--- config.mk ---
export PLATFORM = sky130hd
export DESIGN_NAME = compare_skip_branch_unit
export DESIGN_NICKNAME = d
export VERILOG_FILES = /design/src/rtl/csb_pkg.sv /design/src/rtl/step_eval.sv /design/src/rtl/compare_skip_branch_unit.sv
export SDC_FILE = /design/constraint.sdc
export NUM_CORES = 1
export LEC_CHECK = 0
export ABC_AREA = 0
export BUFFER_PORTS_ARGS = -buffer_cell sky130_fd_sc_hd__buf_2
export CAP_MARGIN = 30
export CORE_MARGIN = 4
export CORE_UTILIZATION = 49
export CTS_BUF_LIST = sky130_fd_sc_hd__clkbuf_8
export CTS_CLUSTER_SIZE = 12
export DETAILED_ROUTE_END_ITERATION = 12
export MAX_ROUTING_LAYER = met4
export PLACE_DENSITY = 0.73
export SLEW_MARGIN = 30
export SYNTH_ARGS = -nofsm -noshare
export SYNTH_HDL_FRONTEND = slang
export SYNTH_SLANG_ARGS = --single-unit
export TNS_END_PERCENT = 100
--- constraint.sdc ---
create_clock -name aclk -period 4.1 [get_ports aclk]
set_input_delay 0.41 -clock aclk [delete_from_list [all_inputs] [get_ports aclk]]
set_output_delay 0.41 -clock aclk [all_outputs]
set_load 0.02 [all_outputs]
--- src/rtl/csb_pkg.sv ---
package csb_pkg;

	// ----------------------------------------
	// instruction classes
	// ----------------------------------------
	typedef enum logic [3:0] {
		op_none,
		op_compare_imm,
		op_skip_reg_bit_clear,
		op_skip_reg_bit_set,
		op_skip_io_bit_clear,
		op_skip_io_bit_set,
		op_branch_flag_set,
		op_branch_flag_clear,
		op_branch_equal,
		op_branch_not_equal,
		op_branch_carry_set,
		op_branch_carry_clear,
		op_branch_same_or_higher,
		op_branch_lower,
		op_branch_minus
	} op_t;

	// ----------------------------------------
	// issued instruction, decoded by the fetch path
	// ----------------------------------------
	typedef struct packed {
		op_t op;
		logic [7:0] reg_value;  // working register contents
		logic [7:0] imm;        // compare constant
		logic [7:0] io_value;   // addressed i/o register contents
		logic [2:0] bit_sel;    // bit under test
		logic [2:0] flag_sel;   // flag under test
		logic [6:0] offset;     // signed branch offset in words
		logic next_two_word;    // following instruction is two words long
	} issue_t;

	// ----------------------------------------
	// condition flags register layout
	// ----------------------------------------
	localparam int flag_c = 0;
	localparam int flag_z = 1;
	localparam int flag_n = 2;
	localparam int flag_v = 3;
	localparam int flag_s = 4;
	localparam int flag_h = 5;
	localparam int flag_t = 6;
	localparam int flag_i = 7;
	localparam logic [7:0] flags_reset = 8'h00;

	// ----------------------------------------
	// cycle counts
	// ----------------------------------------
	localparam logic [1:0] cycles_one = 2'h1;
	localparam logic [1:0] cycles_two = 2'h2;
	localparam logic [1:0] cycles_three = 2'h3;

	// ----------------------------------------
	// register map, byte addresses
	// ----------------------------------------
	localparam logic [7:0] addr_control = 8'h00;
	localparam logic [7:0] addr_pc = 8'h04;
	localparam logic [7:0] addr_flags = 8'h08;
	localparam logic [7:0] addr_retired = 8'h0c;
	localparam logic [7:0] addr_status = 8'h10;
	localparam logic [31:0] control_reset = 32'h00000001;
	localparam logic [31:0] retired_reset = 32'h00000000;

	// ----------------------------------------
	// axi responses
	// ----------------------------------------
	localparam logic [1:0] resp_okay = 2'h0;
	localparam logic [1:0] resp_slverr = 2'h2;

endpackage : csb_pkg

--- src/rtl/step_eval.sv ---
`timescale 1ns/1ps
`default_nettype none

module step_eval #(
	parameter int PC_W = 16
) (
	// instruction and state
	input wire csb_pkg::issue_t issue,
	input wire logic [7:0] flags,
	input wire logic [PC_W-1:0] pc,
	// outcome
	output logic [7:0] next_flags,
	output logic [PC_W-1:0] next_pc,
	output logic [1:0] cycles
);

	// ----------------------------------------
	// flag results of register minus constant
	// ----------------------------------------
	function automatic logic [7:0] compare_flags(input logic [7:0] f, input logic [7:0] rd,
		input logic [7:0] k);
		logic [7:0] r;
		logic [7:0] o;
		r = rd - k;
		o = f;
		o[csb_pkg::flag_z] = (r == 8'h00);
		o[csb_pkg::flag_n] = r[7];
		o[csb_pkg::flag_v] = (rd[7] & ~k[7] & ~r[7]) | (~rd[7] & k[7] & r[7]);
		o[csb_pkg::flag_c] = (~rd[7] & k[7]) | (k[7] & r[7]) | (r[7] & ~rd[7]);
		o[csb_pkg::flag_h] = (~rd[3] & k[3]) | (k[3] & r[3]) | (r[3] & ~rd[3]);
		return o;
	endfunction : compare_flags

	// selected bits
	wire logic reg_bit = issue.reg_value[issue.bit_sel];
	wire logic io_bit = issue.io_value[issue.bit_sel];
	wire logic sel_flag = flags[issue.flag_sel];
	wire logic [PC_W-1:0] pc_seq = pc + PC_W'(1);
	wire logic [PC_W-1:0] pc_skip = pc + (issue.next_two_word ? PC_W'(3) : PC_W'(2));
	wire logic [PC_W-1:0] pc_branch = pc + PC_W'($signed(issue.offset)) + PC_W'(1);

	// skip and branch decisions
	logic skip;
	logic branch;

	// decision per instruction class
	always_comb
	begin
		skip = 1'b0;
		branch = 1'b0;
		case (issue.op)
			csb_pkg::op_skip_reg_bit_clear: skip = ~reg_bit;
			csb_pkg::op_skip_reg_bit_set: skip = reg_bit;
			csb_pkg::op_skip_io_bit_clear: skip = ~io_bit;
			csb_pkg::op_skip_io_bit_set: skip = io_bit;
			csb_pkg::op_branch_flag_set: branch = sel_flag;
			csb_pkg::op_branch_flag_clear: branch = ~sel_flag;
			csb_pkg::op_branch_equal: branch = flags[csb_pkg::flag_z];
			csb_pkg::op_branch_not_equal: branch = ~flags[csb_pkg::flag_z];
			csb_pkg::op_branch_carry_set,
			csb_pkg::op_branch_lower: branch = flags[csb_pkg::flag_c];
			csb_pkg::op_branch_carry_clear,
			csb_pkg::op_branch_same_or_higher: branch = ~flags[csb_pkg::flag_c];
			csb_pkg::op_branch_minus: branch = flags[csb_pkg::flag_n];
			default:
			begin
				skip = 1'b0;
				branch = 1'b0;
			end
		endcase
	end

	// flags change only for compare
	assign next_flags = (issue.op == csb_pkg::op_compare_imm) ?
		compare_flags(flags, issue.reg_value, issue.imm) : flags;
	// new program counter
	assign next_pc = skip ? pc_skip : (branch ? pc_branch : pc_seq);
	// cycle count
	assign cycles = skip ? (issue.next_two_word ? csb_pkg::cycles_three : csb_pkg::cycles_two) :
		(branch ? csb_pkg::cycles_two : csb_pkg::cycles_one);

endmodule : step_eval

`default_nettype wire

--- src/rtl/compare_skip_branch_unit.sv ---
`timescale 1ns/1ps
`default_nettype none

module compare_skip_branch_unit #(
	parameter int PC_W = 16
) (
	// clock and reset
	input wire logic aclk,
	input wire logic aresetn,
	// instruction issue from fetch path
	input wire logic issue_valid,
	input wire csb_pkg::issue_t issue,
	output logic issue_ready,
	// execution results
	output logic [PC_W-1:0] pc,
	output logic [7:0] flags,
	output logic retire,
	output logic [1:0] cycles_used,
	// axi4-lite write address
	input wire logic [7:0] awaddr,
	input wire logic [2:0] awprot,
	input wire logic awvalid,
	output logic awready,
	// axi4-lite write data
	input wire logic [31:0] wdata,
	input wire logic [3:0] wstrb,
	input wire logic wvalid,
	output logic wready,
	// axi4-lite write response
	output logic [1:0] bresp,
	output logic bvalid,
	input wire logic bready,
	// axi4-lite read address
	input wire logic [7:0] araddr,
	input wire logic [2:0] arprot,
	input wire logic arvalid,
	output logic arready,
	// axi4-lite read data
	output logic [31:0] rdata,
	output logic [1:0] rresp,
	output logic rvalid,
	input wire logic rready
);

	// ----------------------------------------
	// state
	// ----------------------------------------
	typedef enum logic [0:0] {
		st_idle,
		st_stall
	} state_t;

	state_t state;
	logic [1:0] stall_left;
	logic [31:0] control;
	logic [31:0] retired;
	logic aw_held;
	logic w_held;
	logic [7:0] wr_addr;
	logic [31:0] wr_data;
	logic [3:0] wr_strb;

	// ----------------------------------------
	// evaluation of the issued instruction
	// ----------------------------------------
	logic [7:0] eval_flags;
	logic [PC_W-1:0] eval_pc;
	logic [1:0] eval_cycles;

	step_eval #(
		.PC_W(PC_W)
	) u_eval (
		.issue(issue),
		.flags(flags),
		.pc(pc),
		.next_flags(eval_flags),
		.next_pc(eval_pc),
		.cycles(eval_cycles)
	);

	// ----------------------------------------
	// decode
	// ----------------------------------------
	// issue handshake and stall bookkeeping
	wire logic enable = control[0];
	wire logic accept = issue_valid & issue_ready;
	wire logic [1:0] extra = eval_cycles - 2'h1;
	wire logic stall_done = (state == st_stall) & (stall_left == 2'h1);
	wire logic retire_now = (accept & (extra == 2'h0)) | stall_done;

	// bus write strobes
	wire logic do_write = aw_held & w_held & ~bvalid;
	wire logic wr_control = do_write & (wr_addr == csb_pkg::addr_control);
	wire logic wr_pc = do_write & (wr_addr == csb_pkg::addr_pc);
	wire logic wr_flags = do_write & (wr_addr == csb_pkg::addr_flags);
	wire logic wr_ok = wr_control | wr_pc | wr_flags;
	wire logic wr_ro = (wr_addr == csb_pkg::addr_retired) | (wr_addr == csb_pkg::addr_status);

	// byte-lane merges
	wire logic [31:0] control_merged = {wr_strb[3] ? wr_data[31:24] : control[31:24],
		wr_strb[2] ? wr_data[23:16] : control[23:16],
		wr_strb[1] ? wr_data[15:8] : control[15:8],
		wr_strb[0] ? wr_data[7:0] : control[7:0]};
	wire logic [15:0] pc_wide = 16'(pc);
	wire logic [15:0] pc_merged = {wr_strb[1] ? wr_data[15:8] : pc_wide[15:8],
		wr_strb[0] ? wr_data[7:0] : pc_wide[7:0]};
	wire logic [7:0] flags_merged = wr_strb[0] ? wr_data[7:0] : flags;

	// read mux
	wire logic rd_hit = (araddr == csb_pkg::addr_control) | (araddr == csb_pkg::addr_pc) |
		(araddr == csb_pkg::addr_flags) | (araddr == csb_pkg::addr_retired) |
		(araddr == csb_pkg::addr_status);
	wire logic [31:0] rd_value =
		(araddr == csb_pkg::addr_control) ? {31'h0, enable} :
		(araddr == csb_pkg::addr_pc) ? {16'h0000, pc_wide} :
		(araddr == csb_pkg::addr_flags) ? {24'h000000, flags} :
		(araddr == csb_pkg::addr_retired) ? retired :
		(araddr == csb_pkg::addr_status) ? {29'h0, cycles_used, state == st_stall} :
		32'h00000000;

	// next values of sequencing
	wire logic [PC_W-1:0] next_pc = wr_pc ? PC_W'(pc_merged) : (accept ? eval_pc : pc);
	wire logic [7:0] next_flags = wr_flags ? flags_merged : (accept ? eval_flags : flags);
	wire logic [31:0] next_control = wr_control ? control_merged : control;
	wire logic next_enable = next_control[0];

	// ----------------------------------------
	// execution sequencer
	// ----------------------------------------
	// program counter and flags, bus write wins over execution
	always_ff @(posedge aclk)
	begin
		if (!aresetn)
		begin
			pc <= '0;
			flags <= csb_pkg::flags_reset;
		end
		else
		begin
			pc <= next_pc;
			flags <= next_flags;
		end
	end

	// cycle stretching, held off while the stall runs
	always_ff @(posedge aclk)
	begin
		if (!aresetn)
		begin
			state <= st_idle;
			stall_left <= 2'h0;
			issue_ready <= 1'b0;
			cycles_used <= 2'h0;
		end
		else
		begin
			case (state)
				st_idle:
				begin
					issue_ready <= next_enable;
					if (accept)
					begin
						cycles_used <= eval_cycles;
						stall_left <= extra;
						if (extra != 2'h0)
						begin
							state <= st_stall;
							issue_ready <= 1'b0;
						end
					end
				end
				st_stall:
				begin
					stall_left <= stall_left - 2'h1;
					if (stall_done)
					begin
						state <= st_idle;
						issue_ready <= next_enable;
					end
				end
				default:
				begin
					state <= st_idle;
					issue_ready <= 1'b0;
				end
			endcase
		end
	end

	// completion pulse and retired count
	always_ff @(posedge aclk)
	begin
		if (!aresetn)
		begin
			retire <= 1'b0;
			retired <= csb_pkg::retired_reset;
		end
		else
		begin
			retire <= retire_now;
			retired <= retired + {31'h0, retire_now};
		end
	end

	// control register
	always_ff @(posedge aclk)
	begin
		if (!aresetn)
			control <= csb_pkg::control_reset;
		else
			control <= next_control;
	end

	// ----------------------------------------
	// axi4-lite write side
	// ----------------------------------------
	// address and data are taken in either order
	always_ff @(posedge aclk)
	begin
		if (!aresetn)
		begin
			awready <= 1'b0;
			wready <= 1'b0;
			aw_held <= 1'b0;
			w_held <= 1'b0;
			wr_addr <= 8'h00;
			wr_data <= 32'h00000000;
			wr_strb <= 4'h0;
		end
		else
		begin
			awready <= awvalid & ~awready & ~aw_held & ~bvalid;
			wready <= wvalid & ~wready & ~w_held & ~bvalid;
			if (awvalid & awready)
			begin
				aw_held <= 1'b1;
				wr_addr <= awaddr;
			end
			else if (do_write)
				aw_held <= 1'b0;
			if (wvalid & wready)
			begin
				w_held <= 1'b1;
				wr_data <= wdata;
				wr_strb <= wstrb;
			end
			else if (do_write)
				w_held <= 1'b0;
		end
	end

	// write response, unmapped addresses give slverr
	always_ff @(posedge aclk)
	begin
		if (!aresetn)
		begin
			bvalid <= 1'b0;
			bresp <= csb_pkg::resp_okay;
		end
		else if (do_write)
		begin
			bvalid <= 1'b1;
			bresp <= (wr_ok | wr_ro) ? csb_pkg::resp_okay : csb_pkg::resp_slverr;
		end
		else if (bready)
			bvalid <= 1'b0;
	end

	// ----------------------------------------
	// axi4-lite read side
	// ----------------------------------------
	// one read in flight, data captured at the address handshake
	always_ff @(posedge aclk)
	begin
		if (!aresetn)
		begin
			arready <= 1'b0;
			rvalid <= 1'b0;
			rdata <= 32'h00000000;
			rresp <= csb_pkg::resp_okay;
		end
		else
		begin
			arready <= arvalid & ~arready & ~rvalid;
			if (arvalid & arready)
			begin
				rvalid <= 1'b1;
				rdata <= rd_value;
				rresp <= rd_hit ? csb_pkg::resp_okay : csb_pkg::resp_slverr;
			end
			else if (rready)
				rvalid <= 1'b0;
		end
	end

endmodule : compare_skip_branch_unit

`default_nettype wire

# [After elaboration in Yosys (flattened, before gate mapping)]
# Cells that the tools add are included.
[totals] register_bits=151 inputBits=108
[op_classes] addsub=8 n_lt_le_gt_ge=2 eq_ne=28 mux=47 bitwise_logic=59 reduce_logical=19
[op_table] op="32-bit two-way mux" n=4
[op_table] op="16-bit two-way mux" n=4
[op_table] op="16-bit by 1-bit adder with 16-bit output (second input constant)" n=2
[op_table] op="16-bit adder" n=2
[op_table] op="32-bit by 1-bit adder with 32-bit output" n=1
[op_table] op="8-bit by 4-bit == test with 1-bit output (second input constant)" n=4
[op_table] op="8-bit two-way mux" n=4
[op_table] op="1-bit bitwise AND" n=28
[op_table] op="4-bit == test (second input constant)" n=7
[op_table] op="8-bit logical NOT" n=3
[op_table] op="1-bit two-way mux" n=20
[op_table] op="1-bit inverter" n=17
[op_table] op="4-bit by 3-bit == test with 1-bit output (second input constant)" n=4
[op_table] op="8-bit by 3-bit == test with 1-bit output (second input constant)" n=2
[op_table] op="8-bit by 5-bit == test with 1-bit output (second input constant)" n=2
[op_table] op="2-bit nonzero test" n=8
[op_table] op="1-bit bitwise OR" n=14
[op_table] op="2-bit two-way mux" n=5
[op_table] op="1-bit binary-select mux with 3-bit select" n=3
[op_table] op="4-bit by 2-bit == test with 1-bit output (second input constant)" n=2
[op_table] op="3-bit by 4-bit less-than comparator with 1-bit output (second input constant)" n=2
[op_table] op="2-bit != test (second input constant)" n=4
[op_table] op="2-bit AND reduction" n=4
[op_table] op="8-bit subtractor" n=1
[op_table] op="13 further kinds" n=16

# [Logic depth before layout (Yosys ltp)]
[depth] word_depth=11 mapped_depth=15 mapped_depth_nobuf=15

# [Hierarchy]
# A second synthesis with hierarchy kept.
[hier_totals] cells_unflattened=993 area_unflattened_um2=8069.0
[modules_own_cells] mod="compare_skip_branch_unit" instances=1 cells_each=675 area_each_um2=5846.9
[modules_own_cells] mod="step_eval" instances=1 cells_each=318 area_each_um2=2222.1

# [Worst setup path before layout]
# No wires, ideal clock.
[synth_timing] path_kind="input to register" startpoint="in issue[12] (netlist bit)" endpoint="reg retired[29]" setup_time_ns=0.115 arrival_ns=3.235 slack_ns=0.750 path_stages=13 path_buffers=0 path_cell_list="mux4_2 > mux2i_1 > xor2_1 > a21o_1 > nor3_2 > a22o_1 > ha_1 > nand3_1 > or3b_2 > nor2_1 > nand3_1 > xnor2_1 > and2_1"
[synth_between] elab_chain_len=10 elab_cells_between_ends=13 classes_between="add/sub (2); mux (6); bitwise (4); reduce/logical (1)"
[synth_lines] item="from (decl)" line="compare_skip_branch_unit.sv:12" rtl="input wire csb_pkg::issue_t issue,"
[synth_lines] item="1-bit binary-select mux with 3-bit select, on equally long branches" line="step_eval.sv:36, step_eval.sv:35"
[synth_lines] item="1-bit two-way mux, on equally long branches" line="step_eval.sv:36, step_eval.sv:35"
[synth_lines] item="1-bit inverter, on equally long branches" line="step_eval.sv:54, step_eval.sv:52"
[synth_lines] item="1-bit one-hot mux with 4 select lines *" line="step_eval.sv:51" rtl="case (issue.op)"
[synth_lines] item="2-bit two-way mux *" line="step_eval.sv:79" rtl="assign cycles = skip ? (issue.next_two_word ? csb_pkg::cycles_three : csb_pkg::cycles_two) :"
[synth_lines] item="2-bit by 1-bit subtractor with 2-bit output *" line="compare_skip_branch_unit.sv:87" rtl="wire logic [1:0] extra = eval_cycles - 2'h1;"
[synth_lines] item="2-bit logical NOT *" line="compare_skip_branch_unit.sv:89" rtl="wire logic retire_now = (accept & (extra == 2'h0)) | stall_done;"
[synth_lines] item="1-bit bitwise AND *" line="compare_skip_branch_unit.sv:89"
[synth_lines] item="1-bit bitwise OR *" line="compare_skip_branch_unit.sv:89"
[synth_lines] item="via retire_now" line="compare_skip_branch_unit.sv:89"
[synth_lines] item="32-bit by 1-bit adder with 32-bit output *" line="compare_skip_branch_unit.sv:201" rtl="retired <= retired + {31'h0, retire_now};"
[synth_lines] item="to (signal assigned)" line="compare_skip_branch_unit.sv:196" rtl="retired <= csb_pkg::retired_reset;"
[synth_lines] item="to (signal assigned)" line="compare_skip_branch_unit.sv:201"
[synth_lines] item="to (decl)" line="compare_skip_branch_unit.sv:56" rtl="logic [31:0] retired;"
# Mark *: on every way through the listed nets, which the timed path passes. The rest lies on a longest branch. The select of a mux whose other input is x is not followed.
# A chain may end at the register's enable or synchronous reset.

# [Final worst setup path]
[layout_timing] startpoint="reg flags[1]" endpoint="reg retired[27]"
[layout_between] elab_chain_len=11 elab_cells_between_ends=12 classes_between="add/sub (2); mux (5); bitwise (4); reduce/logical (1)"
[layout_lines] item="from (decl)" line="compare_skip_branch_unit.sv:16" rtl="output logic [7:0] flags,"
[layout_lines] item="from (signal assigned)" line="compare_skip_branch_unit.sv:136" rtl="flags <= csb_pkg::flags_reset;"
[layout_lines] item="from (signal assigned)" line="compare_skip_branch_unit.sv:141" rtl="flags <= next_flags;"
[layout_lines] item="1-bit binary-select mux with 3-bit select" line="step_eval.sv:37" rtl="wire logic sel_flag = flags[issue.flag_sel];"
[layout_lines] item="1-bit two-way mux (not written as such)" line="step_eval.sv:37"
[layout_lines] item="1-bit inverter" line="step_eval.sv:57" rtl="csb_pkg::op_branch_flag_clear: branch = ~sel_flag;"
[layout_lines] item="1-bit one-hot mux with 7 select lines *" line="step_eval.sv:51"
[layout_lines] item="2-bit two-way mux *" line="step_eval.sv:80" rtl="(branch ? csb_pkg::cycles_two : csb_pkg::cycles_one);"
[layout_lines] item="2-bit two-way mux *" line="step_eval.sv:79"
[layout_lines] item="2-bit by 1-bit subtractor with 2-bit output *" line="compare_skip_branch_unit.sv:87"
[layout_lines] item="2-bit logical NOT *" line="compare_skip_branch_unit.sv:89"
[layout_lines] item="1-bit bitwise AND *" line="compare_skip_branch_unit.sv:89"
[layout_lines] item="1-bit bitwise OR *" line="compare_skip_branch_unit.sv:89"
[layout_lines] item="via retire_now" line="compare_skip_branch_unit.sv:89"
[layout_lines] item="32-bit by 1-bit adder with 32-bit output *" line="compare_skip_branch_unit.sv:201"
# Marked as above.

==> flow_summary.ini <==
[worst_setup_path]
timing.rr.start = flags[1]
r2r-end = retired[27]
cp_data_required_time_ns = 4.45
slowest_delay_ns = 0.54
critPathTopFamily = simple AND/OR/NAND/NOR gates
cp.buffers_inverters = 0
ff2ff_path_depth = 13
rrSetupSlack_ns = 0.62
path_cells = nand2b_1 > and3_1 > o21a_1 > o21a_1 > nor3_2 > a22o_1 > ha_1 > nand3_1 > or3b_2 > nor2_1 > nand3_1 > xnor2_1 > and2_1
crit_slowest_cell = dfxtp_1
endpoint_kind = flop
worstPathArrival_ns = 3.83
crit_type = reg2reg
start_kind = flop
path_max_fanout = 7

[global_route]
grt_antenna_before_repair = 1
grt_pass1_vias = 7057
globalRouteOverflowTotal = 0
grt.total_usage = 0.2502
grt_pass1_wl_um = 35780
grt_max_degree = 70

[floorplan]
die_x_um = 135.8
die_y_um = 135.8
initial_core_util = 0.5021
core_sq_mm = 0.01594
floorplan.rows = 46
die_area_sq_mm = 0.01845
ios = 177

[timing]
hold_viol_final = 0
rsz0062_at_grt = false
tns_ns = 0
slew_headroom = 0.3526
tightest_slew_ns = 0.9711
fin_crit_ns = 3.483
finalClockSkew_ns = 0.01408
final-setup-viol-count = 0
timing.fmax_ghz = 0.2871
fin_crit_sh = 0.8496
slew_violations = 0

[power]
p_per_area_mw_per_mm2 = 329.5
p_sw_mw = 0.8367
power.leakage_nw = 4.075
internal-power_mw = 2.243
ir_drop_mv = 0.2133
power_frac_comb = 0.154
p_sw_frac = 0.2717
pwr-share-seq = 0.438
power_frac_clock = 0.409

[layout]
drive_above_1_share = 0.1912
nFillCells = 1482
syn2layout_area_growth_pct = 16.77
final_cells = 1326
nets = 1238
final_area_sq_mm = 0.009348

[clock_network]
insertion_delay_ns = 0.46
ctsResizeCount = 0
cts_buffer_depth = 2
clockRootBuffer = clkbuf_8
post_cts.repair.setup_buffers = 0
ctsHoldBuffers = 0
cts_buffers = 17
cts_sinks = 131
clk_pin_slew_ns = 0.08
cts_tree = done
h-tree-depth = 4

[drt]
wl_per_cell_um = 16.71
ant_nets = 0
vias = 7472
drt-initial-drc-count = 616
drc = 0
drt-total-wl_um = 22160
first_pass_iters = 6
viasPerCell = 5.635

[yosys]
syn_area_per_cell_sq_um = 8.253
synth_edf_count = 0
yosys_register_bits = 131
ys_types = 66
synth_top_flop_cell = dfxtp_1
syn_area_sq_mm = 0.008005
yosys_warnings = 0
synthCells = 970
async_flop_share = 0
seq_area_frac_synth = 0.3276

[worst_hold_path]
holdPathStages = 3
worst_hold_path_type = in2reg
hold_end = arready
min-delay-start = arvalid

[placement]
dpl.cell_count = 1293
numPortBuffers = 150
gp_congestion = 0.8976
dpl_cell_area_sq_mm = 0.008887
hpwl_um = 16700

[outcome]
outcome = finished clean

[run]
cap_violations = 0
-- power by group through the flow --
stage	registers, mW	logic, mW	clock network [mW]
2_1_floorplan	1.37	0.315	0
3_3_place_gp	1.38	0.461	0
3_5_place_dp	1.38	0.466	0
4_1_cts	1.35	0.470	1.28
5_1_grt	1.35	0.524	1.34
6_report	1.35	0.474	1.26
-- registers in the layout, indices dropped and copies added (netlist names) --
name / cells
cycles_used: 2
retired: 32
wr_data: 16
wr_strb: 2
bresp: 1
rresp: 1
flags: 8
rvalid: 1
awready: 1
pc: 16
rdata: 32
retire: 1
wr_addr: 8
state: 1
wready: 1
issue_ready: 1
control: 1
arready: 1
stall_left: 2
aw_held: 1
w_held: 1
bvalid: 1
-- layout by cell type, fill, tap and decap left out, types with 9 or more instances in the layout --
cell,instances
xnor2_1,41
a21boi_0,48
xor2_1,27
nor2b_1,25
nand2b_1,12
o21ai_0,44
inv_1,31
nand2_1,128
clkbuf_8,18
ha_1,30
a22oi_1,23
nand3_1,43
buf_2,149
nor2_1,44
and3_1,18
and2_1,44
mux2i_1,28
a21o_1,12
nor3_1,10
a21oi_1,33
o21a_1,9
buf_4,10
nand4_1,14
dfxtp_1,131
-- layout make-up --
| type | count | area [sq um] | area share |
|---|---|---|---|
| multi-input cells | 757 | 5061 | 0.5414 |
| clock buffers | 18 | 247.7 | 0.02650 |
| well taps | 216 | 270.3 | 0.02891 |
| flip-flops and latches | 131 | 2623 | 0.2806 |
| clock inverters | 14 | 210.2 | 0.02249 |
| diodes | 1 | 2.502 | 0.0002677 |
| repair buffers | 159 | 820.8 | 0.08781 |
| inverters | 30 | 112.6 | 0.01205 |
-- worst max path at each step --
stage,startpoint,end,cells after the start
after CTS,flags[1],retired[27],13
after global placement,issue[12],retired[29],14
after floorplan,issue[12],retired[29],13
after global routing,flags[1],retired[27],13
final,flags[1],retired[27],13
after detailed placement,issue[12],retired[29],14
-- through the flow --
stage	hold WS (ns)	utilization	power (mW)	setup WS, ns
after floorplan	0.4304	-	1.688	0.7504
after global placement	0.4396	0.5573	1.836	0.3395
after detailed placement	0.4413	0.5574	1.842	0.3341
after CTS	0.1734	0.5862	3.099	0.6715
after global routing	0.1732	0.5863	3.220	0.3909
final	0.1931	0.5863	3.080	0.6167
-- synth_stat cells, drive strengths merged, types with 11 or more instances --
cell      n  area share
dfxtp   131        0.33
nor2     45       0.021
nor3     11      0.0075
nand2   129       0.060
and2     45       0.035
and3     18       0.014
a21oi    33       0.021
a21o     12       0.011
nand4    14       0.011
nand3    43       0.027
o21ai    44       0.028
ha       30       0.047
mux2i    29       0.037
nand2b   12      0.0094
xor2     27       0.030
a21boi   48       0.045
a22oi    23       0.022
nor2b    25       0.020
xnor2    41       0.045
inv      30       0.014
clkbuf   45       0.021
-- worst reg2reg max path, stage by stage (launching register included) --
cell,delay (ns)
dfxtp_1,0.54
nand2b_1,0.09
and3_1,0.18
o21a_1,0.19
o21a_1,0.33
nor3_2,0.30
a22o_1,0.20
ha_1,0.19
nand3_1,0.14
or3b_2,0.51
nor2_1,0.28
nand3_1,0.15
xnor2_1,0.14
and2_1,0.15
-- kinds of logic after synthesis --
family | synth area share
xor gates and xnor gates | 0.07440
and+or+nand+nor | 0.2466
DFF | 0.3276
AOI/OAI and AO/OA | 0.1994
muxes | 0.05361
other | 0.0004684
adders and majority gates | 0.05689
buffers and inverters | 0.04095
-- routing by layer --
layer	GRT usage	wire (um)
met1	0.3269	9933
met2	0.3778	10090
met3	0.06107	1645
met4	0.09239	493
met5	-	0
No activity file was read; power rests on OpenSTA's default activity.
